--- src/verilog/rxch_map.vh ---
// Constants for the resolver explicit command handler
`ifndef RXCH_MAP_VH
`define RXCH_MAP_VH

// ****************************************************************
// Service codes
// ****************************************************************
`define RXCH_SVC_RESET       8'h05
`define RXCH_SVC_GET_SINGLE  8'h0E
`define RXCH_SVC_SET_SINGLE  8'h10
`define RXCH_SVC_RESTORE     8'h15
`define RXCH_SVC_SAVE        8'h16

// ****************************************************************
// Addressing
// ****************************************************************
`define RXCH_CLASS_POS       8'h23
`define RXCH_CLASS_IDENT     8'h01
`define RXCH_INST_CLASS      8'h00
`define RXCH_INST_ONE        8'h01
`define RXCH_ATTR_REV        8'h01
`define RXCH_ATTR_PRESET     8'h13
`define RXCH_LEN_NONE        8'h00
`define RXCH_LEN_PRESET      8'h04

// ****************************************************************
// Object revision and answer status codes
// ****************************************************************
`define RXCH_OBJ_REVISION    32'h0000_0002
`define RXCH_ST_OK           8'h00
`define RXCH_ST_BAD_SVC      8'h08
`define RXCH_ST_BAD_ATTR     8'h14
`define RXCH_ST_BAD_DATA     8'h09
`define RXCH_ST_BAD_PATH     8'h05
`define RXCH_ST_BAD_LEN      8'h15

// ****************************************************************
// Timing
// ****************************************************************
`define RXCH_CLK_MHZ         125
`define RXCH_RST_PULSE_NS    800
`define RXCH_RST_PULSE_CYC   ((`RXCH_RST_PULSE_NS * `RXCH_CLK_MHZ) / 1000)

`endif

--- src/verilog/rxch_byte_pack.v ---
// Little-endian gatherer of the four preset bytes
`timescale 1ns/100ps
module rxch_byte_pack (
  core_clk,
  sys_rst,
  clear,
  byte_valid,
  byte_data,
  word,
  count
);
  input  wire        core_clk;
  input  wire        sys_rst;
  input  wire        clear;
  input  wire        byte_valid;
  input  wire [7:0]  byte_data;
  output reg  [31:0] word;
  output reg  [7:0]  count;

  always @(posedge core_clk) begin
    if (sys_rst || clear) begin
      word  <= 32'h0000_0000;
      count <= 8'h00;
    end else if (byte_valid) begin
      // First byte lands in bits 7:0, fourth in bits 31:24
      case (count)
        8'h00: word[7:0]   <= byte_data;
        8'h01: word[15:8]  <= byte_data;
        8'h02: word[23:16] <= byte_data;
        8'h03: word[31:24] <= byte_data;
        default: word <= word;
      endcase
      // Saturate so an oversize payload is still seen as too long
      if (count != 8'hFF)
        count <= count + 8'h01;
    end
  end
endmodule

--- src/verilog/rxch_cmd.v ---
// Explicit command decoder and executor for the resolver
`timescale 1ns/100ps
`include "rxch_map.vh"

// Behaviour
// - Preset is set-single, class 23h, instance 1, attribute 13h, four bytes.
// - Preset recomputes the offset, held only in volatile storage.
// - Preset bytes form one word, least significant byte first.
// - Save 16h to class 23h instance 0 copies parameters and offset to flash.
// - Restore 15h to class 23h instance 0 reloads parameters from flash.
// - Reset 5 to class 23h instance 0 sets factory defaults.
// - Reset 5 to class 1 instance 1 forces hardware reset, reload from flash.
// - Position object revision two is reported at class attribute one.
module rxch_cmd (
  core_clk,
  sys_rst,
  req_start,
  req_service,
  req_class,
  req_instance,
  req_attribute,
  req_length,
  req_byte_valid,
  req_byte,
  req_end,
  cur_position,
  full_scale,
  flash_offset,
  flash_done,
  pos_offset,
  rsp_valid,
  rsp_status,
  rsp_data,
  save_req,
  restore_req,
  defaults_req,
  hw_reset_req
);
  input  wire        core_clk;
  input  wire        sys_rst;
  input  wire        req_start;
  input  wire [7:0]  req_service;
  input  wire [7:0]  req_class;
  input  wire [7:0]  req_instance;
  input  wire [7:0]  req_attribute;
  input  wire [7:0]  req_length;
  input  wire        req_byte_valid;
  input  wire [7:0]  req_byte;
  input  wire        req_end;
  input  wire [31:0] cur_position;
  input  wire [31:0] full_scale;
  input  wire [31:0] flash_offset;
  input  wire        flash_done;
  output reg  [31:0] pos_offset;
  output reg         rsp_valid;
  output reg  [7:0]  rsp_status;
  output reg  [31:0] rsp_data;
  output reg         save_req;
  output reg         restore_req;
  output reg         defaults_req;
  output reg         hw_reset_req;

  // ****************************************************************
  // States
  // ****************************************************************
  localparam [2:0] ST_IDLE  = 3'd0;
  localparam [2:0] ST_DATA  = 3'd1;
  localparam [2:0] ST_EXEC  = 3'd2;
  localparam [2:0] ST_FLASH = 3'd3;
  localparam [2:0] ST_HWRST = 3'd4;

  localparam [2:0] OP_NONE     = 3'd0;
  localparam [2:0] OP_PRESET   = 3'd1;
  localparam [2:0] OP_SAVE     = 3'd2;
  localparam [2:0] OP_RESTORE  = 3'd3;
  localparam [2:0] OP_DEFAULTS = 3'd4;
  localparam [2:0] OP_HWRESET  = 3'd5;
  localparam [2:0] OP_GETREV   = 3'd6;

  // Pulse length is well under 256 cycles, so the low byte carries all of it
  localparam integer RST_CYC_I = `RXCH_RST_PULSE_CYC;
  localparam [7:0]   RST_CYC   = RST_CYC_I[7:0];

  reg [2:0]  state_q;
  reg [2:0]  op_q;
  reg [7:0]  len_q;
  reg [7:0]  err_q;
  reg [7:0]  rst_cnt_q;
  reg [7:0]  status_d;
  reg [2:0]  op_d;
  wire [31:0] pack_word;
  wire [7:0]  pack_count;

  // ****************************************************************
  // Request classification
  // ****************************************************************
  function [2:0] rxch_classify;
    input [7:0] svc;
    input [7:0] cls;
    input [7:0] inst;
    input [7:0] attr;
    input [7:0] len;
    begin
      rxch_classify = OP_NONE;
      if (svc == `RXCH_SVC_SET_SINGLE && cls == `RXCH_CLASS_POS &&
          inst == `RXCH_INST_ONE && attr == `RXCH_ATTR_PRESET &&
          len == `RXCH_LEN_PRESET)
        rxch_classify = OP_PRESET;
      else if (len == `RXCH_LEN_NONE) begin
        // Attribute is not compared for save, restore and reset services
        if (cls == `RXCH_CLASS_POS && inst == `RXCH_INST_CLASS) begin
          case (svc)
            `RXCH_SVC_SAVE:    rxch_classify = OP_SAVE;
            `RXCH_SVC_RESTORE: rxch_classify = OP_RESTORE;
            `RXCH_SVC_RESET:   rxch_classify = OP_DEFAULTS;
            `RXCH_SVC_GET_SINGLE:
              if (attr == `RXCH_ATTR_REV)
                rxch_classify = OP_GETREV;
            default: rxch_classify = OP_NONE;
          endcase
        end else if (svc == `RXCH_SVC_RESET && cls == `RXCH_CLASS_IDENT &&
                     inst == `RXCH_INST_ONE)
          rxch_classify = OP_HWRESET;
      end
    end
  endfunction

  always @* begin
    op_d     = rxch_classify(req_service, req_class, req_instance,
                             req_attribute, req_length);
    status_d = `RXCH_ST_OK;
    if (op_d == OP_NONE) begin
      if (req_class != `RXCH_CLASS_POS && req_class != `RXCH_CLASS_IDENT)
        status_d = `RXCH_ST_BAD_PATH;
      else if (req_service == `RXCH_SVC_SET_SINGLE &&
               req_attribute == `RXCH_ATTR_PRESET)
        status_d = `RXCH_ST_BAD_LEN;
      else if (req_service == `RXCH_SVC_GET_SINGLE ||
               req_service == `RXCH_SVC_SET_SINGLE)
        status_d = `RXCH_ST_BAD_ATTR;
      else
        status_d = `RXCH_ST_BAD_SVC;
    end
  end

  rxch_byte_pack u_pack (
    .core_clk   (core_clk),
    .sys_rst    (sys_rst),
    .clear      (req_start && state_q == ST_IDLE),
    .byte_valid (req_byte_valid && state_q == ST_DATA),
    .byte_data  (req_byte),
    .word       (pack_word),
    .count      (pack_count)
  );

  // ****************************************************************
  // Sequencer
  // ****************************************************************
  always @(posedge core_clk) begin
    if (sys_rst) begin
      state_q      <= ST_IDLE;
      op_q         <= OP_NONE;
      len_q        <= 8'h00;
      err_q        <= 8'h00;
      rst_cnt_q    <= 8'h00;
      pos_offset   <= 32'h0000_0000;
      rsp_valid    <= 1'b0;
      rsp_status   <= 8'h00;
      rsp_data     <= 32'h0000_0000;
      save_req     <= 1'b0;
      restore_req  <= 1'b0;
      defaults_req <= 1'b0;
      hw_reset_req <= 1'b0;
    end else begin
      rsp_valid    <= 1'b0;
      save_req     <= 1'b0;
      restore_req  <= 1'b0;
      defaults_req <= 1'b0;
      case (state_q)
        ST_IDLE: begin
          if (req_start) begin
            op_q    <= op_d;
            err_q   <= status_d;
            len_q   <= req_length;
            state_q <= ST_DATA;
          end
        end
        ST_DATA: begin
          if (req_end)
            state_q <= ST_EXEC;
        end
        ST_EXEC: begin
          state_q    <= ST_IDLE;
          rsp_valid  <= 1'b1;
          rsp_status <= err_q;
          rsp_data   <= 32'h0000_0000;
          // Byte count actually received must match the header length
          if (pack_count != len_q) begin
            rsp_status <= `RXCH_ST_BAD_LEN;
          end else begin
            case (op_q)
              OP_PRESET: begin
                // Range limit is the requester's duty; out of range is refused
                if (pack_word > full_scale)
                  rsp_status <= `RXCH_ST_BAD_DATA;
                else
                  pos_offset <= pack_word - cur_position;
              end
              OP_GETREV:   rsp_data <= `RXCH_OBJ_REVISION;
              OP_SAVE: begin
                rsp_valid <= 1'b0;
                save_req  <= 1'b1;
                state_q   <= ST_FLASH;
              end
              OP_RESTORE: begin
                rsp_valid   <= 1'b0;
                restore_req <= 1'b1;
                state_q     <= ST_FLASH;
              end
              OP_DEFAULTS: defaults_req <= 1'b1;
              OP_HWRESET: begin
                // Answer first, then pull the reset so the reply can leave
                rst_cnt_q <= RST_CYC;
                state_q   <= ST_HWRST;
              end
              default: rsp_status <= err_q;
            endcase
          end
        end
        ST_FLASH: begin
          if (flash_done) begin
            if (op_q == OP_RESTORE)
              pos_offset <= flash_offset;
            rsp_valid  <= 1'b1;
            rsp_status <= `RXCH_ST_OK;
            state_q    <= ST_IDLE;
          end
        end
        ST_HWRST: begin
          hw_reset_req <= 1'b1;
          if (rst_cnt_q == 8'h00) begin
            hw_reset_req <= 1'b0;
            state_q      <= ST_IDLE;
          end else
            rst_cnt_q <= rst_cnt_q - 8'h01;
        end
        default: state_q <= ST_IDLE;
      endcase
    end
  end
endmodule

--- config.mk ---
export PLATFORM = sky130hd
export DESIGN_NAME = rxch_cmd
export DESIGN_NICKNAME = d
export VERILOG_FILES = /design/src/verilog/rxch_byte_pack.v /design/src/verilog/rxch_cmd.v
export VERILOG_INCLUDE_DIRS = /design/src /design/src/verilog
export SDC_FILE = /design/constraint.sdc
export NUM_CORES = 1
export LEC_CHECK = 0
export BUFFER_PORTS_ARGS = -buffer_cell sky130_fd_sc_hd__buf_4
export CAP_MARGIN = 20
export CORE_ASPECT_RATIO = 1.2
export CORE_UTILIZATION = 35
export DETAILED_ROUTE_END_ITERATION = 8
export HOLD_SLACK_MARGIN = 0.15
export PLACE_DENSITY = 0.68
export SLEW_MARGIN = 30
export SYNTH_ARGS = -nofsm -noshare
export SYNTH_HDL_FRONTEND = slang
export SYNTH_SLANG_ARGS = --single-unit
--- constraint.sdc ---
create_clock -name core_clk -period 4.8 [get_ports core_clk]
set_input_delay 0.24 -clock core_clk [delete_from_list [all_inputs] [get_ports core_clk]]
set_output_delay 0.24 -clock core_clk [all_outputs]
set_load 0.05 [all_outputs]
======== Yosys cells after proc, flatten, opt, wreduce, memory -nomap -nowiden ========
Cells that the tools add are included.
operators by class
  order comparisons ....................... 1
  reductions and logical operators ........ 33
  add/sub/neg operators ................... 3
  bitwise operators ....................... 1
  equality and inequality tests ........... 38
  muxes and demuxes ....................... 42
operators by type and width
  cell                   number
  $mux W32               5
  $pmux W32 S2           1
  $mux W8                7
  $eq A8 B1 Y1 const B   4
  $eq A8 B5 Y1 const B   4
  $gt A32 B32 Y1         1
  $logic_not A8 Y1       4
  $pmux W8 S2            2
  $sub A32 B32 Y32       1
  $mux W3                10
  $mux W5                4
  $ne A2 B2 Y1 const B   9
  $eq A8 B2 Y1 const B   2
  $eq A8 B3 Y1 const B   2
  $pmux W3 S5            1
  $reduce_and A2 Y1      7
  $eq A3 B2 Y1 const B   4
  $eq A3 B3 Y1 const B   4
  $pmux W3 S4            1
  $logic_and A1 B1 Y1    11
  $add A8 B1 Y8 const B  1
  $eq A8 B4 Y1 const B   1
  $eq A8 B6 Y1 const B   1
  $ne A8 B1 Y1 const B   1
  other kinds (18)       30
storage, ports and cells
  output and inout port bits .............. 77
  word-level logic and storage cells ...... 136
  bits in registers ....................... 147

======== Logic depth before layout (Yosys ltp) ========
  depth after elaboration ................. 9
  depth in mapped cells ................... 12
  depth with buffers taken out ............ 12

======== Modules after synthesis ========
A second synthesis with hierarchy kept.
second synthesis, totals
  cells, all modules ...................... 1032
  area total of the unflattened synthesis .. 8132.8 sq um
by module, submodules not included
  module          seq. area each (sq um)  instances  cells each  area each (sq um)
  rxch_cmd        1361.3                  1          870         6472.5
  rxch_byte_pack  800.8                   1          162         1660.3

======== Worst setup path after synthesis ========
OpenSTA, ideal clock, no wires.
  path kind ............................... reg2reg
  start point ............................. reg u_pack.word[0]
  end point ............................... reg pos_offset[28]
  library setup time ...................... 0.091 ns
  cell stages (with the launch flop) ...... 13
  arrival ................................. 2.556 ns
  slack ................................... 2.153 ns
  required time ........................... 4.709 ns
  path through ............................ dfxtp_1 -> inv_1 -> ha_1 -> fa_1 -> nand2b_1 -> a21oi_1 -> o211ai_1 -> o211ai_2 -> a21boi_1 -> o21ai_2 -> a211oi_1 -> or3_1 -> a311oi_1
between the ends
  word-level cells in the longest chain between the ends .. 5
  elaborated cells on any way between the ends .. 8
  classes of those cells .................. add/sub: 1; order compare: 1; eq/ne: 1; mux: 4; reduce/logical: 1
ends and longest elaborated chain
  element                   RTL line             RTL
  start: declaration        rxch_byte_pack.v:17  output reg [31:0] word;
  start signal: assignment  rxch_byte_pack.v:27  8'h00: word[7:0] <= byte_data;
  start signal: assignment  rxch_byte_pack.v:31  default: word <= word;
  $sub A32 B32 Y32          rxch_cmd.v:207       pos_offset <= pack_word - cur_position;
  $mux W32                  rxch_cmd.v:204       if (pack_word > full_scale)
  $mux W32                  rxch_cmd.v:201       case (op_q)
  $mux W32                  rxch_cmd.v:198       if (pack_count != len_q) begin
  $pmux W32 S2              rxch_cmd.v:179       case (state_q)
  end signal: assignment    rxch_cmd.v:207
  end signal: assignment    rxch_cmd.v:233       pos_offset <= flash_offset;
  end: declaration          rxch_cmd.v:54        output reg [31:0] pos_offset;
Parallel ways exist; a longest one is shown, timed or not. The select of a mux whose other input is x is not followed.
A chain may end at the register's enable or synchronous reset.

======== Worst setup path in the final report ========
  start point ............................. reg u_pack.word[0]
  end point ............................... reg pos_offset[24]
Same word-level chain as after synthesis.

==> impl_metrics.csv <==
group,metric,value,unit
status,status,"complete, no violations",
worst_setup_path,crit_fanout,7,
floorplanning,die_w,137.6,um
power,fin_total_pwr,2.062,mW
grt,grt_max_degree,68,
floorplanning,core_area,21700,sq um
placement,numPortBuffers,191,
yosys,synth_edf_count,0,
layout,fin_nets,1380,
cts,post_cts_buffers,0,
yosys,yosysSeqAreaShare,27.99,%
yosys,netlist_area,7725,sq um
placement,gp_congestion,0.9258,
routing,drc_errors,0,
routing,vias,7422,
worst_setup_path,max_stage_delay,400,ps
layout,syn_to_final_growth,24.72,%
floorplanning,dieArea,22670,sq um
worst_setup_path,cp-startpoint,"u_pack.word[0]",
worst_setup_path,crit_top_cell,"o211ai_2",
cts,numCtsBuffers,9,
power,leakage,4.810,nW
yosys,ys_ff_latch,108,
worst_setup_path,cp-start-kind,"flip-flop",
yosys,synth_top_family_by_area,"simple AND/OR/NAND/NOR gates",
job,maxCapViolCount,0,
worst_setup_path,worstPathCellList,"inv_1 -> ha_1 -> fa_1 -> nand2b_1 -> a21oi_1 -> o211ai_1 -> o211ai_2 -> a21boi_1 -> o21ai_2 -> a21boi_0 -> xor2_1 -> o211ai_2",
worst_setup_path,required,5050,ps
grt,grt_util_all_layers,19.68,%
worst_setup_path,crit_slowest_cell,"xor2_1",
timing,slew_violations,0,
routing,viasPerCell,5.154,
grt,grt_pass1_vias,7043,
cts,root_buffer,"clkbuf_16",
layout,antenna_cells,0,
routing,final_antenna_net_count,0,
power,ir_drop,164.7,uV
routing,drt_iter0_drc,277,
yosys,synth_compound_area_share,20.41,%
cts,clk_pin_slew,80,ps
timing,layout_min_cycle_time,3124,ps
layout,drive_above_1_share,19.81,%
grt,grt_pass1_wl,34070,um
timing,fmax,320.1,MHz
floorplanning,start_util,35.59,%
placement,place_area,9229,sq um
routing,drtPass1Iterations,4,
floorplanning,ioPinCount,227,
grt,antenna_found_initial,0,
timing,relSlewSlack,44.41,%
timing,worst_pin_slew,833.9,ps
floorplanning,die_h,164.7,um
yosys,synth_xor_area_share,4.535,%
cts,cts_buffer_depth,2,
yosys,synthArstFlopShare,0,%
timing,finalHoldViolCount,0,
yosys,synth_flop_cell,"dfxtp_1",
hold_path,min_from,"flash_offset[24]",
cts,cts_sinks,108,
cts,cts_tree,"done",
timing,finClkSkew,14.40,ps
timing,fin_crit_sh,65.08,%
layout,final_cell_area,9634,sq um
yosys,ys_types,73,
worst_setup_path,cp_num_buf_inv,1,
yosys,muxShareOfSynthArea,5.847,%
yosys,syn_inst,986,
floorplanning,rows,59,
cts,htree_levels,3,
cts,cts.repair.resized,0,
layout,fin_util,44.39,%
worst_setup_path,cp.arrival,3370,ps
worst_setup_path,crit_path_end_kind,"flip-flop",
routing,routed_wl,22180,um
yosys,yosysWarningCount,0,
yosys,yosys.area_share.simple,20.46,%
cts,clk_latency,370,ps
placement,place_hpwl,17710,um
grt,overflow,0,
worst_setup_path,path_class,"flip-flop to flip-flop",
cts,cts_hold_buf,9,
timing,setup-tns-final,0,ps
worst_setup_path,r2r-start,"u_pack.word[0]",
timing,rsz0062_at_grt,"false",
power,p_per_area,214.0,nW/um^2
timing,setup_viol,0,
yosys,synthAdderAreaFrac,11.27,%
worst_setup_path,critical_path.top_delay_family,"compound AO/OA/AOI/OAI gates",
hold_path,hold_path.class,"input port to flip-flop",
yosys,synth_area_per_cell,7.835,sq um
routing,post_drt_wl_per_cell,15.40,um
cell type report:
class,count,area (sq um)
Clock buffer,9,225.2
Clock inverter,7,62.56
Fill cell,2224,12070
Inverter,83,311.5
Multi-Input combinational cell,756,4964
Sequential cell,108,2162
Tap cell,274,342.8
Timing Repair Buffer,203,1567
layout by cell type, fill, tap and decap left out, types with 4 or more instances in the layout:
master / instances
a211o_1: 4
a211oi_1: 9
a21o_1: 35
a21oi_1: 81
a311oi_1: 4
a31oi_1: 6
and2_1: 5
and3_1: 6
and4_1: 4
buf_4: 193
clkbuf_16: 9
conb_1: 35
dfxtp_1: 108
dlygate4sd3_1: 9
ha_1: 68
inv_1: 83
mux2i_1: 44
nand2_1: 104
nand2b_1: 9
nand3_1: 14
nand3b_1: 4
nand4_1: 23
nand4b_1: 4
nor2_1: 94
nor2b_1: 10
nor3_1: 18
nor4_1: 9
o2111ai_1: 4
o211ai_1: 8
o211ai_2: 4
o21a_1: 5
o21ai_0: 41
o22ai_1: 4
o31ai_1: 4
or2_2: 5
or3_1: 5
xnor2_1: 22
xor2_1: 18
sequential cells by signal (all words and copies together) (netlist names), 3 cells and up:
| register | flops |
|---|---|
| err_q | 4 |
| pos_offset | 32 |
| len_q | 8 |
| rst_cnt_q | 8 |
| op_q | 3 |
| rsp_status | 4 |
| u_pack.word | 32 |
| state_q | 3 |
| u_pack.count | 8 |
worst register-to-register path, stage by stage (launching register included):
cell      delay [ps]
dfxtp_1          330
inv_1             90
ha_1             220
fa_1             390
nand2b_1         190
a21oi_1          200
o211ai_1         180
o211ai_2         260
a21boi_1         160
o21ai_2          330
a21boi_0         180
xor2_1           400
o211ai_2         110
cell usage after synthesis (3+ instances only):
master       n  share of area [%]
a211o_1      4               0.45
nand2b_1    10               0.81
or3_1        5               0.40
and3_1       6               0.49
a311oi_1     4               0.45
buf_2        4               0.26
nand2_1    104                5.1
or4_1        3               0.29
or2_2        5               0.40
nand4b_1     4               0.45
a31oi_1      6               0.49
nand3b_1     4               0.39
a21oi_1     81                5.2
nor2b_1     10               0.81
nor2_1      94                4.6
a21o_1      35                3.4
xnor2_1     22                2.5
and4_1       4               0.45
nand4_1     23                1.9
nor4_1       9               0.73
o211ai_2     4               0.65
clkbuf_1    31                1.5
a211oi_1     9               0.87
buf_4       37                3.6
nand3_1     14               0.91
ha_1        68                 11
o22ai_1      4               0.32
o31ai_1      4               0.39
o21ai_0     41                2.7
o2111ai_1    4               0.45
and2_1       5               0.40
o21a_1       5               0.49
nor3_1      18                1.2
xor2_1      18                2.0
inv_1       83                4.0
o21bai_1     3               0.29
dfxtp_1    108                 28
o211ai_1     8               0.78
mux2i_1     44                5.7
layer usage:
metal / vias up / routed length [um] / GRT usage, %
li1: 3748 / - / -
met1: 3398 / 8804 / 20.56
met2: 236 / 11530 / 37.62
met3: 40 / 1086 / 3.560
met4: 0 / 755 / 8.591
met5: - / 0 / 0
through the flow:
| stage | setup WS (ps) | hold slack (ps) | cells |
|---|---|---|---|
| after floorplan | 2153 | 376.0 | 1020 |
| after global placement | 1570 | 439.5 | 1414 |
| after detailed placement | 1523 | 443.6 | 1414 |
| after CTS | 1559 | 151.2 | 1439 |
| after global routing | 1479 | 155.7 | 1440 |
| final | 1676 | 160.8 | 1440 |
worst paths after layout:
kind | endpoint | slack [ps] | cells after the start
min reg2reg | pos_offset[27] | 460 | 2
max reg2reg | pos_offset[24] | 1680 | 12
min | pos_offset[24] | 160 | 3
max | pos_offset[24] | 1680 | 12
logic make-up (layout without fill, tap and decap cells):
group,after synthesis,after routing
AOI/OAI and AO/OA,240,240
DFF,108,108
other,1,35
buffers and inverters,156,302
xor gates and xnor gates,40,40
muxes,45,45
adders and majority gates,69,69
and+or+nand+nor,327,327
where the power goes:
part / switching, mW / internal (mW) / leakage [nW]
clock: 0.372 / 0.366 / 0.145
sequential: 0.0139 / 0.910 / 0.873
combinational: 0.239 / 0.162 / 3.79
Note: power is estimated with default switching activity, not from simulation.
